==> src/hw/rfdiv_defs.svh <==
`ifndef RFDIV_DEFS_SVH
`define RFDIV_DEFS_SVH

// ----------------------------------------------------------------
// Register offsets (byte addresses on the plain register port)
// ----------------------------------------------------------------
`define RFDIV_ADDR_INPUT_CLOCK_CONTROL 8'h33
`define RFDIV_ADDR_SYNTH_A_REF_DIVIDER 8'h34
`define RFDIV_ADDR_SYNTH_A_M_DIVIDER 8'h35
`define RFDIV_ADDR_SYNTH_B_REF_DIVIDER 8'h36

// ----------------------------------------------------------------
// Field positions
// ----------------------------------------------------------------
`define RFDIV_BIT_REF_MUX_BYPASS 7
`define RFDIV_BIT_SEC_KEEP_ON 2
`define RFDIV_BIT_SEC_GAIN 1
`define RFDIV_BIT_PRI_GAIN 0

// ----------------------------------------------------------------
// Reset values
// ----------------------------------------------------------------
`define RFDIV_RST_INPUT_CLOCK_CONTROL 8'h03
`define RFDIV_RST_SYNTH_A_REF_DIVIDER 3'h0
`define RFDIV_RST_SYNTH_A_M_DIVIDER 5'h00
`define RFDIV_RST_SYNTH_B_REF_DIVIDER 3'h0

`endif

==> src/hw/rfdiv_pkg.sv <==
package rfdiv_pkg;

    // Reference currently chosen by the input selector
    typedef enum logic [0:0]
    {
        RFDIV_REF_PRIMARY = 1'b0,
        RFDIV_REF_SECONDARY = 1'b1
    } rfdiv_ref_sel_t;

    // Stage divisor as driven to the synthesizer (1 means bypass)
    typedef logic [5:0] rfdiv_ratio_t;

endpackage

==> src/hw/rfdiv_config.sv <==
`timescale 1ns/100ps
`include "rfdiv_defs.svh"

// Functional notes
// [RULE1] Bypass bit set routes references around mux
// [RULE2] Bypass bit resets to zero, read-write
// [RULE3] Keep-on zero: secondary buffer off after return
// [RULE4] Keep-on one: secondary buffer stays powered (code keeps it on after return only while sec_in_use is high)
// [RULE5] Secondary gain: 0 minimum, 1 maximum, reset 1
// [RULE6] Primary gain: 0 minimum, 1 maximum, reset 1
// [RULE7] Synth A reference divider: 0 bypass, else code+1
// [RULE8] Synth A M divider: 0 bypass, else code+1
// [RULE9] Synth B reference divider: 0 bypass, else code+1
// [RULE10] Every intermediate code divides by code plus one
module rfdiv_config
(
    input wire logic clock,
    input wire logic rst_n,
    input wire logic [7:0] reg_addr,
    input wire logic [7:0] reg_wdata,
    input wire logic reg_wr,
    input wire logic reg_rd,
    output logic [7:0] reg_rdata,
    input wire logic nv_load,
    input wire logic [7:0] nv_input_clock_control,
    input wire logic [7:0] nv_synth_a_ref_divider,
    input wire logic [7:0] nv_synth_a_m_divider,
    input wire logic [7:0] nv_synth_b_ref_divider,
    input wire rfdiv_pkg::rfdiv_ref_sel_t ref_sel,
    input wire logic sec_in_use,
    output logic ref_mux_bypass,
    output logic sec_xtal_buf_en,
    output logic sec_buf_gain_a,
    output logic pri_buf_gain_b,
    output rfdiv_pkg::rfdiv_ratio_t synth_a_ref_ratio,
    output rfdiv_pkg::rfdiv_ratio_t synth_a_m_ratio,
    output rfdiv_pkg::rfdiv_ratio_t synth_b_ref_ratio
);
    import rfdiv_pkg::*;

    // ----------------------------------------------------------------
    // Register storage
    // ----------------------------------------------------------------
    logic [7:0] ctl_q;
    logic [2:0] a_rdiv_q;
    logic [4:0] a_mdiv_q;
    logic [2:0] b_rdiv_q;
    logic sel_s1_q;
    logic sel_s2_q;
    logic use_s1_q;
    logic use_s2_q;
    logic sec_buf_on_d;

    wire wr_ctl = reg_wr && (reg_addr == `RFDIV_ADDR_INPUT_CLOCK_CONTROL);
    wire wr_ard = reg_wr && (reg_addr == `RFDIV_ADDR_SYNTH_A_REF_DIVIDER);
    wire wr_amd = reg_wr && (reg_addr == `RFDIV_ADDR_SYNTH_A_M_DIVIDER);
    wire wr_brd = reg_wr && (reg_addr == `RFDIV_ADDR_SYNTH_B_REF_DIVIDER);

    // Control register; nonvolatile load wins over a software write
    always_ff @(posedge clock or negedge rst_n)
    begin
        if (!rst_n)
            ctl_q <= `RFDIV_RST_INPUT_CLOCK_CONTROL; // RULE2 RULE5 RULE6
        else if (nv_load)
            ctl_q <= nv_input_clock_control;
        else if (wr_ctl)
            ctl_q <= reg_wdata; // RULE2
    end

    // Divider code registers, reserved upper bits not stored
    always_ff @(posedge clock or negedge rst_n)
    begin
        if (!rst_n)
        begin
            a_rdiv_q <= `RFDIV_RST_SYNTH_A_REF_DIVIDER;
            a_mdiv_q <= `RFDIV_RST_SYNTH_A_M_DIVIDER;
            b_rdiv_q <= `RFDIV_RST_SYNTH_B_REF_DIVIDER;
        end
        else if (nv_load)
        begin
            a_rdiv_q <= nv_synth_a_ref_divider[2:0];
            a_mdiv_q <= nv_synth_a_m_divider[4:0];
            b_rdiv_q <= nv_synth_b_ref_divider[2:0];
        end
        else
        begin
            if (wr_ard)
                a_rdiv_q <= reg_wdata[2:0];
            if (wr_amd)
                a_mdiv_q <= reg_wdata[4:0];
            if (wr_brd)
                b_rdiv_q <= reg_wdata[2:0];
        end
    end

    // ----------------------------------------------------------------
    // Read port: data one cycle after the strobe, zero otherwise
    // ----------------------------------------------------------------
    always_ff @(posedge clock or negedge rst_n)
    begin
        if (!rst_n)
            reg_rdata <= 8'h00;
        else if (reg_rd)
        begin
            case (reg_addr)
                `RFDIV_ADDR_INPUT_CLOCK_CONTROL: reg_rdata <= ctl_q;
                `RFDIV_ADDR_SYNTH_A_REF_DIVIDER: reg_rdata <= {5'h00, a_rdiv_q};
                `RFDIV_ADDR_SYNTH_A_M_DIVIDER: reg_rdata <= {3'h0, a_mdiv_q};
                `RFDIV_ADDR_SYNTH_B_REF_DIVIDER: reg_rdata <= {5'h00, b_rdiv_q};
                default: reg_rdata <= 8'h00;
            endcase
        end
        else
            reg_rdata <= 8'h00;
    end

    // ----------------------------------------------------------------
    // Selector status comes from the input-select logic's domain
    // ----------------------------------------------------------------
    always_ff @(posedge clock or negedge rst_n)
    begin
        if (!rst_n)
        begin
            sel_s1_q <= 1'b0;
            sel_s2_q <= 1'b0;
            use_s1_q <= 1'b0;
            use_s2_q <= 1'b0;
        end
        else
        begin
            sel_s1_q <= ref_sel;
            sel_s2_q <= sel_s1_q;
            use_s1_q <= sec_in_use;
            use_s2_q <= use_s1_q;
        end
    end

    // Secondary buffer power: on while secondary is selected; after a
    // return to primary it stays on only while keep-on and sec_in_use are both set
    always_comb
    begin
        sec_buf_on_d = 1'b0;
        if (sel_s2_q == RFDIV_REF_SECONDARY)
            sec_buf_on_d = 1'b1;
        else if (ctl_q[`RFDIV_BIT_SEC_KEEP_ON] && use_s2_q)
            sec_buf_on_d = 1'b1; // RULE4
        else
            sec_buf_on_d = 1'b0; // RULE3
    end

    // ----------------------------------------------------------------
    // Outputs to the analog front end, all registered
    // ----------------------------------------------------------------
    always_ff @(posedge clock or negedge rst_n)
    begin
        if (!rst_n)
        begin
            ref_mux_bypass <= 1'b0;
            sec_xtal_buf_en <= 1'b0;
            sec_buf_gain_a <= 1'b1;
            pri_buf_gain_b <= 1'b1;
        end
        else
        begin
            ref_mux_bypass <= ctl_q[`RFDIV_BIT_REF_MUX_BYPASS]; // RULE1
            sec_xtal_buf_en <= sec_buf_on_d; // RULE3 RULE4
            sec_buf_gain_a <= ctl_q[`RFDIV_BIT_SEC_GAIN]; // RULE5
            pri_buf_gain_b <= ctl_q[`RFDIV_BIT_PRI_GAIN]; // RULE6
        end
    end

    // Divisor = code + 1; code 0 gives 1, i.e. bypass
    always_ff @(posedge clock or negedge rst_n)
    begin
        if (!rst_n)
        begin
            synth_a_ref_ratio <= 6'h01;
            synth_a_m_ratio <= 6'h01;
            synth_b_ref_ratio <= 6'h01;
        end
        else
        begin
            synth_a_ref_ratio <= {3'h0, a_rdiv_q} + 6'h01; // RULE7 RULE10
            synth_a_m_ratio <= {1'b0, a_mdiv_q} + 6'h01; // RULE8 RULE10
            synth_b_ref_ratio <= {3'h0, b_rdiv_q} + 6'h01; // RULE9 RULE10
        end
    end

endmodule

==> config.mk <==
export PLATFORM = sky130hd
export DESIGN_NAME = rfdiv_config
export DESIGN_NICKNAME = d
export VERILOG_FILES = /design/src/hw/rfdiv_pkg.sv /design/src/hw/rfdiv_config.sv
export VERILOG_INCLUDE_DIRS = /design/src /design/src/hw
export SDC_FILE = /design/constraint.sdc
export NUM_CORES = 1
export LEC_CHECK = 0
export BUFFER_PORTS_ARGS = -buffer_cell sky130_fd_sc_hd__clkbuf_2
export CORE_ASPECT_RATIO = 0.5
export CORE_MARGIN = 2
export CORE_UTILIZATION = 40
export CTS_CLUSTER_SIZE = 20
export DETAILED_ROUTE_END_ITERATION = 12
export GPL_ROUTABILITY_DRIVEN = 1
export HOLD_SLACK_MARGIN = 0.12
export PLACE_DENSITY_LB_ADDON = 0.25
export SLEW_MARGIN = 20
export SYNTH_ARGS = -nofsm -noshare
export SYNTH_HDL_FRONTEND = slang
export SYNTH_SLANG_ARGS = --single-unit
==> constraint.sdc <==
create_clock -name clock -period 1.9 [get_ports clock]
set_input_delay 0.095 -clock clock [delete_from_list [all_inputs] [get_ports clock]]
set_output_delay 0.095 -clock clock [all_outputs]
set_load 0.03 [all_outputs]
==> impl_metrics.yaml, run 1 <==
grt:
  track_usage_pct: 19.36
  grt_max_degree: 50
  grt_overflow: 0
  grt_pass1_wl_mm: 9.942
  grt_pass1_vias: 2008
  antenna_found_initial: 0
power_and_ir_drop:
  leakage_nw: 1.400
  power_density_nw_per_um2: 820.5
  peakVddDrop_mv: 0.4021
clocking:
  cts_tree: "done"
  insertion_delay_ns: 0.29
  cts.sinks: 49
  root_buffer: "clkbuf_16"
  cts_made_buffers: 5
  clockBufferDepth: 2
  clk_pin_slew_ns: 0.07
  cts_setup_buffers: 0
  cts_resized: 0
  htreeDepth: 2
layout:
  instances_no_fill: 378
  drive_gt1_share_pct: 28.52
  regArea_um2: 1235
  multi_input_area_um2: 1015
  area_growth_pct: 31.23
  num_antenna_cells: 0
  fin_area_um2: 3102
  fillCellCount: 502
  fin_nets: 362
synth:
  netlist_area_um2: 2364
  synth_top_area_share_pct: 44.47
  yosysTopAreaCell: "dfrtp_1"
  synth_edf_count: 0
  syn_area_per_cell_um2: 10.79
  ys_seq_area_share_pct: 52.25
  ys.flop_type: "dfrtp_1"
  synthCells: 219
  synth-async-reset-ratio_pct: 100.0
  ys_types: 36
  yosysWarnings: 0
  synth_area_leaders: "dfrtp_1 (44%), dfstp_2 (7.8%), o31ai_1 (6.0%)"
  ys_seq_elements: 49
placement:
  place_congestion: 0.8098
  dp_cells: 347
  dpl_cell_area_um2: 2729
  portBuffers: 67
  dp_hpwl_mm: 4.187
routing:
  post_drt_wl_per_cell_um: 16.18
  first_pass_iters: 5
  drc: 0
  finalWirelength_mm: 6.117
  via_count: 2087
  final_antenna_net_count: 0
  drt_iter0_markers: 139
  viasPerCell: 5.521
worst_setup_path:
  required_ns: 2.07
  cp_max_fo: 17
  worstSetupPathType: "input port to register"
  cp_slowest_cell: "or4b_4"
  worst_ep_arrival_time_ns: 1.33
  r2r_cells: 3
  endpoint_kind: "register"
  startpoint_type: "input port"
  path_cells: "clkbuf_2 -> or4b_4 -> o31ai_1 -> a21oi_1"
  critical_path.max_stage_delay_ns: 0.60
timing:
  setup_tns_ns: 0
  period_share_pct: 61.29
  grt_setup_unrepaired: "no"
  final.min_clock_period_ns: 1.165
  hold_viol: 0
  max_freq_mhz: 858.7
  slew_viol_final: 0
  relSlewSlack_pct: 55.21
  finalSetupViolCount: 0
  worst_pin_slew_ns: 0.6719
  skew_ns: 0.005639
floorplanning:
  die_height_um: 58.36
  dieArea_um2: 6577
  core_um2: 5587
  pin_count: 85
  row_count: 19
  chipWidth_um: 112.7
  initial_utilization_pct: 42.31
job:
  maxCapViolations: 0
status:
  status: "finished, final reports clean"
worst_hold_path:
  holdPathStages: 3
  hold_path.class: "input port to register"
-- sequential cells by signal (all words and copies together) (netlist names) --
signal             cells
a_rdiv_q               3
b_rdiv_q               3
use_s2_q               1
synth_b_ref_ratio      4
a_mdiv_q               5
sel_s1_q               1
reg_rdata              8
synth_a_m_ratio        6
ctl_q                  8
synth_a_ref_ratio      4
use_s1_q               1
sec_buf_gain_a         1
sel_s2_q               1
pri_buf_gain_b         1
ref_mux_bypass         1
sec_xtal_buf_en        1
-- worst paths after layout --
kind                                         start                       to  slack (ns)
hold / removal                        reg_wdata[4]     ctl_q[4]$_DFFE_PN0P_        0.16
hold reg to reg                 sel_s1_q$_DFF_PN0_       sel_s2_q$_DFF_PN0_        0.35
max in group asynchronous                    rst_n   reg_rdata[0]$_DFF_PN0_        1.04
setup / recovery                       reg_addr[0]  a_mdiv_q[2]$_DFFE_PN0P_        0.74
setup reg to reg           a_mdiv_q[0]$_DFFE_PN0P_   reg_rdata[0]$_DFF_PN0_        0.82
min in group asynchronous                    rst_n       sel_s1_q$_DFF_PN0_        0.44
-- timing repair --
item	4_1_cts	5_1_grt
hold endpoints to repair	66	0
endpoints found under the setup margin	0	0
hold buffers	23	0
-- stage by stage --
stage | total power [mW] | setup WS (ns) | hold WS, ns | utilization (%)
floorplan | 1.486 | 0.5956 | -0.2006 | -
finish | 2.545 | 0.7355 | 0.1644 | 55.52
global placement | 1.639 | 0.4809 | 0.2050 | 48.85
global route | 2.662 | 0.6601 | 0.1977 | 55.52
CTS | 2.565 | 0.7592 | 0.1605 | 55.52
detailed placement | 1.653 | 0.4863 | 0.2060 | 48.85
-- critical path, delay by kind of cell --
kind / cells / cell delay (ns)
AND/OR/NAND/NOR: 1 / 0.60
AO/OA/AOI/OAI: 2 / 0.38
buffers and inverters: 1 / 0.25
-- cells by family (layout without fill, tap and decap cells) --
kind of cell	Yosys count	count (layout)	synth area share [%]
compound gates	68	68	19.16
xor+xnor	5	5	1.853
fa+ha+maj	3	3	1.588
buf+inv	25	108	5.293
flops	49	49	52.25
other cells	1	4	0.1587
simple gates	68	68	19.69
-- cell type report --
| cell class | count | area share (%) |
|---|---|---|
| Tap cell | 73 | 2.945 |
| Multi-Input combinational cell | 148 | 32.71 |
| Inverter | 6 | 0.7261 |
| Sequential cell | 49 | 39.81 |
| Clock buffer | 6 | 4.155 |
| Clock inverter | 2 | 0.4437 |
| Timing Repair Buffer | 94 | 19.20 |
-- Yosys cell counts, types with 2 or more instances --
cell type  number
clkbuf_1       12
inv_1           6
nand2_1         4
a21oi_1        21
dfstp_2         7
buf_6           2
nand4b_1        3
and4b_1         5
nand3_1         9
o31ai_1        19
and2_1          6
dfrtp_1        42
buf_4           4
and3b_1         2
a31oi_1        15
xnor2_1         2
and4_1          3
nor2_1          2
a41oi_1        10
and3_1          5
nor2b_1        21
xor2_1          3
ha_1            3
-- report_power, final --
group | total [mW] | internal (mW) | switching (mW)
Clock | 0.874 | 0.491 | 0.383
Sequential | 1.20 | 1.14 | 0.0569
Combinational | 0.470 | 0.178 | 0.292
Total | 2.55 | 1.81 | 0.733
-- cells in the final DEF, fill, tap and decap left out, drive strengths merged, types with 2 or more instances in the layout --
cell         instances
and3b                2
a21oi               21
nand2                4
nand4b               3
dfrtp               42
and2                 6
conb                 4
nand3                9
clkbuf              73
dfstp                7
o31ai               19
buf                  4
nor2b               21
nor2                 2
dlygate4sd3         23
a31oi               15
inv                  7
ha                   3
a41oi               10
xor2                 3
and4b                5
xnor2                2
and4                 3
and3                 5
-- per-layer routing --
layer | vias to the layer above | routed length [µm] | share of wire, % | GRT usage (%)
met5 | - | 0 | 0 | 0
met4 | 0 | 57 | 0.93 | 5.575
met3 | 4 | 446 | 7.3 | 5.664
met2 | 81 | 2588 | 42 | 29.26
met1 | 1012 | 3024 | 49 | 27.58
li1 | 990 | - | - | -
Note: power is estimated with default switching activity, not from simulation.
==> run 2, diff against run 1 <==
--- a/config.mk
+++ b/config.mk
@@ -6,6 +6,7 @@
 export SDC_FILE = /design/constraint.sdc
 export NUM_CORES = 1
 export LEC_CHECK = 0
+export ABC_AREA = 1
 export BUFFER_PORTS_ARGS = -buffer_cell sky130_fd_sc_hd__clkbuf_2
 export CORE_ASPECT_RATIO = 0.5
 export CORE_MARGIN = 2
==> constraint.sdc (replaced) <==
create_clock -name clock -period 1 [get_ports clock]
set_input_delay 0.05 -clock clock [delete_from_list [all_inputs] [get_ports clock]]
set_output_delay 0.05 -clock clock [all_outputs]
set_load 0.03 [all_outputs]
==> run 2 against run 1 <==
The run now ends with setup timing left. Hold slack improved by 0.011 ns. Die area fell by 4.7%. Register-to-register slack got worse by 0.77 ns. Non-clock buffer count rose by 10. Global-route usage fell by 1.7 points. Synthesized cell count rose by 18%. Largest cell class unchanged.
==> impl_metrics.yaml, run 2 <==
status:
  status: "finished, violations left"
  violations: "setup timing"
routing:
  drt_iter0_markers: 99
  final_antenna_net_count: 0
  route.met3.wl_um: 288
  met2WireLength_mm: 2.319
  post_drt_wl_per_cell_um: 11.71
  via_count: 1972
  first_pass_iters: 4
  met1_length_mm: 2.387
  routed.top_layer: "met4"
  finalWirelength_mm: 5.140
  viasPerCell: 4.492
  drc: 0
clocking:
  root_buffer: "clkbuf_8"
  htreeDepth: 2
  cts_tree: "done"
  insertion_delay_ns: 0.30
  cts_made_buffers: 5
  clockBufferDepth: 2
  cts.sinks: 49
  clk_pin_slew_ns: 0.09
worst_setup_path:
  startpoint_type: "register"
  required_ns: 0.95
  worst_ep_arrival_time_ns: 0.97
  r2r_cells: 3
  cp_max_fo: 1
  worstReg2RegEnd: "synth_a_m_ratio[4]$_DFF_PN0_"
  path_buf_inv: 1
  worstSetupPathType: "register to primary output"
  r2r_setup_slack_ns: 0.05
  cp_slowest_cell: "dfstp_2"
  critical_path.max_stage_delay_ns: 0.55
  endpoint_kind: "primary output"
  critPathTopFamily: "flip-flops"
  r2r_start: "a_mdiv_q[1]$_DFFE_PN0P_"
  path_cells: "buf_8"
grt:
  grt_pass1_vias: 1909
  grt_overflow: 0
  grt_pass1_wl_mm: 8.390
  track_usage_pct: 17.66
  antenna_found_initial: 0
  grt_max_degree: 50
timing:
  setup_ws_ns: -0.01575
  hold_viol: 0
  final.min_clock_period_ns: 1.016
  period_share_pct: 101.6
  slew_viol_final: 0
  max_freq_mhz: 984.5
  finalSetupViolCount: 4
  grt_setup_unrepaired: "yes"
  skew_ns: 0.006435
synth:
  synthCells: 259
  synth_top_area_share_pct: 46.80
  ys.flop_type: "dfrtp_1"
  ys_types: 23
  synth_area_leaders: "dfrtp_1 (47%), nand2_1 (16%), dfstp_2 (8.2%)"
  ys_seq_elements: 49
  netlist_area_um2: 2246
  yosysWarnings: 0
  synth_edf_count: 0
  synth-async-reset-ratio_pct: 100.0
  ys_seq_area_share_pct: 54.99
  yosysTopAreaCell: "dfrtp_1"
  syn_area_per_cell_um2: 8.671
  synth_most_common_cell: "nand2_1"
  synth.cells.most_frequent: "nand2_1 (98), dfrtp_1 (42), inv_1 (24)"
layout:
  area_growth_pct: 38.77
  final_common_cell: "nand2_1"
  final_core_util_pct: 57.25
  num_antenna_cells: 0
  fin_nets: 423
  final_cell_mix: "nand2_1 (98), clkbuf_2 (62), dfrtp_1 (42)"
  largestRegisters: "ctl_q (8), reg_rdata (8), synth_a_m_ratio (6)"
  drive_gt1_share_pct: 31.97
  instances_no_fill: 439
floorplanning:
  core_um2: 5444
  pin_count: 85
  chipWidth_um: 110.0
  initial_utilization_pct: 41.25
  dieArea_um2: 6267
  row_count: 19
  die_height_um: 56.99
worst_hold_path:
  holdPathStages: 4
  hold_path.class: "input port to register"
  whs_endpoint: "a_mdiv_q[1]$_DFFE_PN0P_"
  hold_start: "reg_wr"
job:
  maxCapViolations: 0
placement:
  place_congestion: 0.8191
  dp_cells: 402
  dp_slack_ns: -0.1036
  portBuffers: 67
  dp_hpwl_mm: 3.631
power_and_ir_drop:
  power_density_nw_per_um2: 1392
  leakage_nw: 1.679
  peakVddDrop_mv: 0.5684
run 2: power by group:
group | internal [mW] | leakage [nW] | total, mW | switching [mW]
clock network | 0.484 | 0.0439 | 1.13 | 0.643
logic | 0.376 | 1.03 | 0.935 | 0.559
registers | 2.18 | 0.603 | 2.28 | 0.0956
total | 3.04 | 1.68 | 4.34 | 1.30
run 2: per-layer routing:
layer  GRT usage [%]  vias to the layer above
li1                -                      989
met1           23.28                      910
met2           28.05                       61
met3           4.114                       12
met4           7.957                        0
met5               0                        -
run 2: metrics by stage:
| stage | area [µm²] | TNS [ns] | hold WS [ns] | power (mW) |
|---|---|---|---|---|
| 4_1_cts | 3095 | -0.1445 | 0.1793 | 4.351 |
| 6_report | 3117 | -0.04000 | 0.1753 | 4.339 |
| 2_1_floorplan | 2257 | 0 | -0.2456 | 2.805 |
| 3_3_place_gp | 2685 | -0.3546 | 0.05203 | 3.088 |
| 3_5_place_dp | 2685 | -1.258 | 0.05769 | 3.108 |
| 5_1_grt | 3117 | -0.1715 | 0.1915 | 4.559 |
run 2: worst max-delay path by stage:
stage | from | to | slack (ns) | depth (start not counted)
CTS | synth_a_m_ratio[0]$_DFF_PN1_ | synth_a_m_ratio[0] | -0.04 | 1
global placement | reg_addr[7] | b_rdiv_q[0]$_DFFE_PN0P_ | -0.04 | 7
detailed placement | reg_addr[2] | a_mdiv_q[0]$_DFFE_PN0P_ | -0.10 | 9
global route | synth_a_m_ratio[0]$_DFF_PN1_ | synth_a_m_ratio[0] | -0.04 | 1
floorplan | a_mdiv_q[0]$_DFFE_PN0P_ | synth_a_m_ratio[4]$_DFF_PN0_ | 0.10 | 3
finish | synth_a_m_ratio[0]$_DFF_PN1_ | synth_a_m_ratio[0] | -0.02 | 1
run 2: area by class of cell:
type                       count  area [µm²]
clock inverter                 3       17.52
inverter                      26       97.59
timing repair buffer         104       745.7
clock buffer                   5       68.82
sequential                    49        1235
multi-input combinational    179       860.8
fill                         498        2327
tap                           73       91.34
run 2: cell families (layout without fill, tap and decap cells):
logic type / count (synthesis) / count (layout) / synth area share, %
compound gates: 17 / 17 / 4.735
buf+inv: 34 / 138 / 7.521
fa+ha+maj: 3 / 3 / 1.671
simple gates: 150 / 150 / 28.97
xor+xnor: 5 / 5 / 1.950
other cells: 1 / 4 / 0.1670
flops: 49 / 49 / 54.99
run 2: what timing repair did:
| action | 4_1_cts | 5_1_grt |
|---|---|---|
| endpoints found under the setup margin | 5 | 7 |
| hold buffers | 28 | 0 |
| buffers inserted | 0 | 1 |
| endpoints found under the hold margin | 78 | 0 |
| gates resized for setup | 10 | 7 |
==> run 3, diff against run 2 <==
--- a/config.mk
+++ b/config.mk
@@ -7,7 +7,7 @@
 export NUM_CORES = 1
 export LEC_CHECK = 0
 export ABC_AREA = 1
-export BUFFER_PORTS_ARGS = -buffer_cell sky130_fd_sc_hd__clkbuf_2
+export BUFFER_PORTS_ARGS = -buffer_cell sky130_fd_sc_hd__buf_4
 export CORE_ASPECT_RATIO = 0.5
 export CORE_MARGIN = 2
 export CORE_UTILIZATION = 40
@@ -16,6 +16,7 @@
 export GPL_ROUTABILITY_DRIVEN = 1
 export HOLD_SLACK_MARGIN = 0.12
 export PLACE_DENSITY_LB_ADDON = 0.25
+export REMOVE_ABC_BUFFERS = 1
 export SLEW_MARGIN = 20
 export SYNTH_ARGS = -nofsm -noshare
 export SYNTH_HDL_FRONTEND = slang
==> run 3 against run 2 <==
Sequential share of layout area is 2.2 points lower. Core utilization is 3.3 points higher. Final area is 5.8% higher. Sequential cell count stayed put. Wire length is 3.0% higher. Total power is 9.7% higher. Highest routed layer unchanged. Setup slack worse by 0.0050 ns. Critical path depth stayed put. Die area stayed put. The flow still finishes with violations (setup timing). Via count is 1.9% lower. Clock power is 30% higher.
==> impl_metrics.yaml, run 3 (synthesized netlist as in run 2, its figures left out) <==
routing:
  post_drt_wl_per_cell_um: 12.04
  first_pass_iters: 4
  final_antenna_net_count: 0
  viasPerCell: 4.395
  drt_iter0_markers: 54
  via_count: 1934
  drc: 0
  finalWirelength_mm: 5.296
power_and_ir_drop:
  pwr-share-seq_pct: 47.9
  peakVddDrop_mv: 0.6681
  power_density_nw_per_um2: 1444
  fin_total_pwr_mw: 4.761
  combPwrFrac_pct: 21.3
  leakage_nw: 1.732
  switchingPower_mw: 1.315
  internal-power_mw: 3.446
  swShare_pct: 27.62
  clockPowerShare_pct: 30.9
worst_setup_path:
  worst_ep_arrival_time_ns: 0.97
  critical_path.max_stage_delay_ns: 0.54
  worstSetupPathType: "register to primary output"
  critPathTopFamily: "flip-flops"
  path_cells: "buf_6"
  path_buf_inv: 1
  startpoint_type: "register"
  cp_slowest_cell: "dfstp_2"
  endpoint_kind: "primary output"
  required_ns: 0.95
  r2r_setup_slack_ns: 0.04
  r2r_cells: 3
  worstReg2RegEnd: "synth_a_m_ratio[4]$_DFF_PN0_"
  r2r_start: "a_mdiv_q[0]$_DFFE_PN0P_"
  cp_max_fo: 1
timing:
  hold_viol: 0
  max_freq_mhz: 979.7
  setup_tns_ns: -0.03963
  final.min_clock_period_ns: 1.021
  period_share_pct: 102.1
  setup_ws_ns: -0.02074
  slew_viol_final: 0
  grt_setup_unrepaired: "yes"
  skew_ns: 0.005717
  finalSetupViolCount: 4
  whs_ns: 0.1639
worst_hold_path:
  hold_start: "reg_wdata[2]"
  hold_path.class: "input port to register"
  holdPathStages: 5
  whs_endpoint: "a_mdiv_q[2]$_DFFE_PN0P_"
clocking:
  insertion_delay_ns: 0.30
  clockBufferDepth: 2
  cts.sinks: 49
  root_buffer: "clkbuf_8"
  clk_pin_slew_ns: 0.09
  cts_made_buffers: 5
  cts_tree: "done"
  htreeDepth: 2
status:
  status: "finished, violations left"
  violations: "setup timing"
floorplanning:
  chipWidth_um: 110.0
  die_height_um: 56.99
  initial_utilization_pct: 41.25
  pin_count: 85
  dieArea_um2: 6267
  row_count: 19
  core_um2: 5444
placement:
  portBuffers: 67
  dp_hpwl_mm: 3.845
  place_congestion: 0.7522
  dpl_cell_area_um2: 2845
grt:
  track_usage_pct: 17.85
  antenna_found_initial: 0
  grt_pass1_vias: 1889
  grt_max_degree: 23
  grt_pass1_wl_mm: 8.321
  grt_overflow: 0
layout:
  final_core_util_pct: 60.56
  drive_gt1_share_pct: 31.88
  final_cell_mix: "nand2_1 (98), buf_4 (70), dfrtp_1 (42)"
  final_common_cell: "nand2_1"
  largestRegisters: "ctl_q (8), reg_rdata (8), synth_a_m_ratio (6)"
  area_growth_pct: 46.80
  fin_area_um2: 3297
  fin_nets: 424
  num_antenna_cells: 0
job:
  maxCapViolations: 0
-- run 3: area by class of cell --
cell class              instances  area, µm²
well taps                      73      91.34
fillers                       481       2147
flip-flops and latches         49       1235
repair buffers                105      892.1
inverters                      26      97.59
clock inverters                 2      37.54
multi-input cells             179      860.8
clock buffers                   6      82.58
-- run 3: repair_timing --
item | 4_1_cts | 5_1_grt
endpoints found under the setup margin | 5 | 6
hold endpoints to repair | 74 | 0
hold buffers | 29 | 0
pin swaps | 0 | 1
resized for setup | 5 | 2
buffers inserted | 0 | 2
-- run 3: stage by stage --
| step | setup slack (ns) | std cells |
|---|---|---|
| 6_report | -0.02074 | 440 |
| 3_5_place_dp | -0.07442 | 401 |
| 2_1_floorplan | 0.08618 | 254 |
| 3_3_place_gp | -0.05813 | 401 |
| 5_1_grt | -0.04438 | 440 |
| 4_1_cts | -0.03713 | 438 |
-- run 3: how the worst max path moves through the flow --
stage | start | end | cells past startpoint
floorplan | nv_load | b_rdiv_q[0]$_DFFE_PN0P_ | 5
global placement | reg_addr[7] | b_rdiv_q[0]$_DFFE_PN0P_ | 7
detailed placement | reg_addr[7] | a_rdiv_q[2]$_DFFE_PN0P_ | 7
CTS | sec_buf_gain_a$_DFF_PN1_ | sec_buf_gain_a | 1
global route | pri_buf_gain_b$_DFF_PN1_ | pri_buf_gain_b | 1
finish | sec_buf_gain_a$_DFF_PN1_ | sec_buf_gain_a | 1
-- run 3: layer usage --
layer / track usage [%] / part of all wire (%) / up-vias
met3: 4.343 / 7.0 / 12
met5: 0 / 0 / -
li1: - / - / 987
met2: 29.27 / 46 / 61
met1: 23.13 / 44 / 874
met4: 6.872 / 2.3 / 0
-- run 3: power by group through the flow --
stage / Sequential (mW) / Combinational (mW) / Clock [mW]
after floorplan: 2.48 / 0.283 / 0
after global placement: 2.31 / 0.882 / 0
after detailed placement: 2.31 / 0.898 / 0
after CTS: 2.28 / 1.00 / 1.50
after global routing: 2.30 / 1.11 / 1.58
final: 2.28 / 1.01 / 1.47
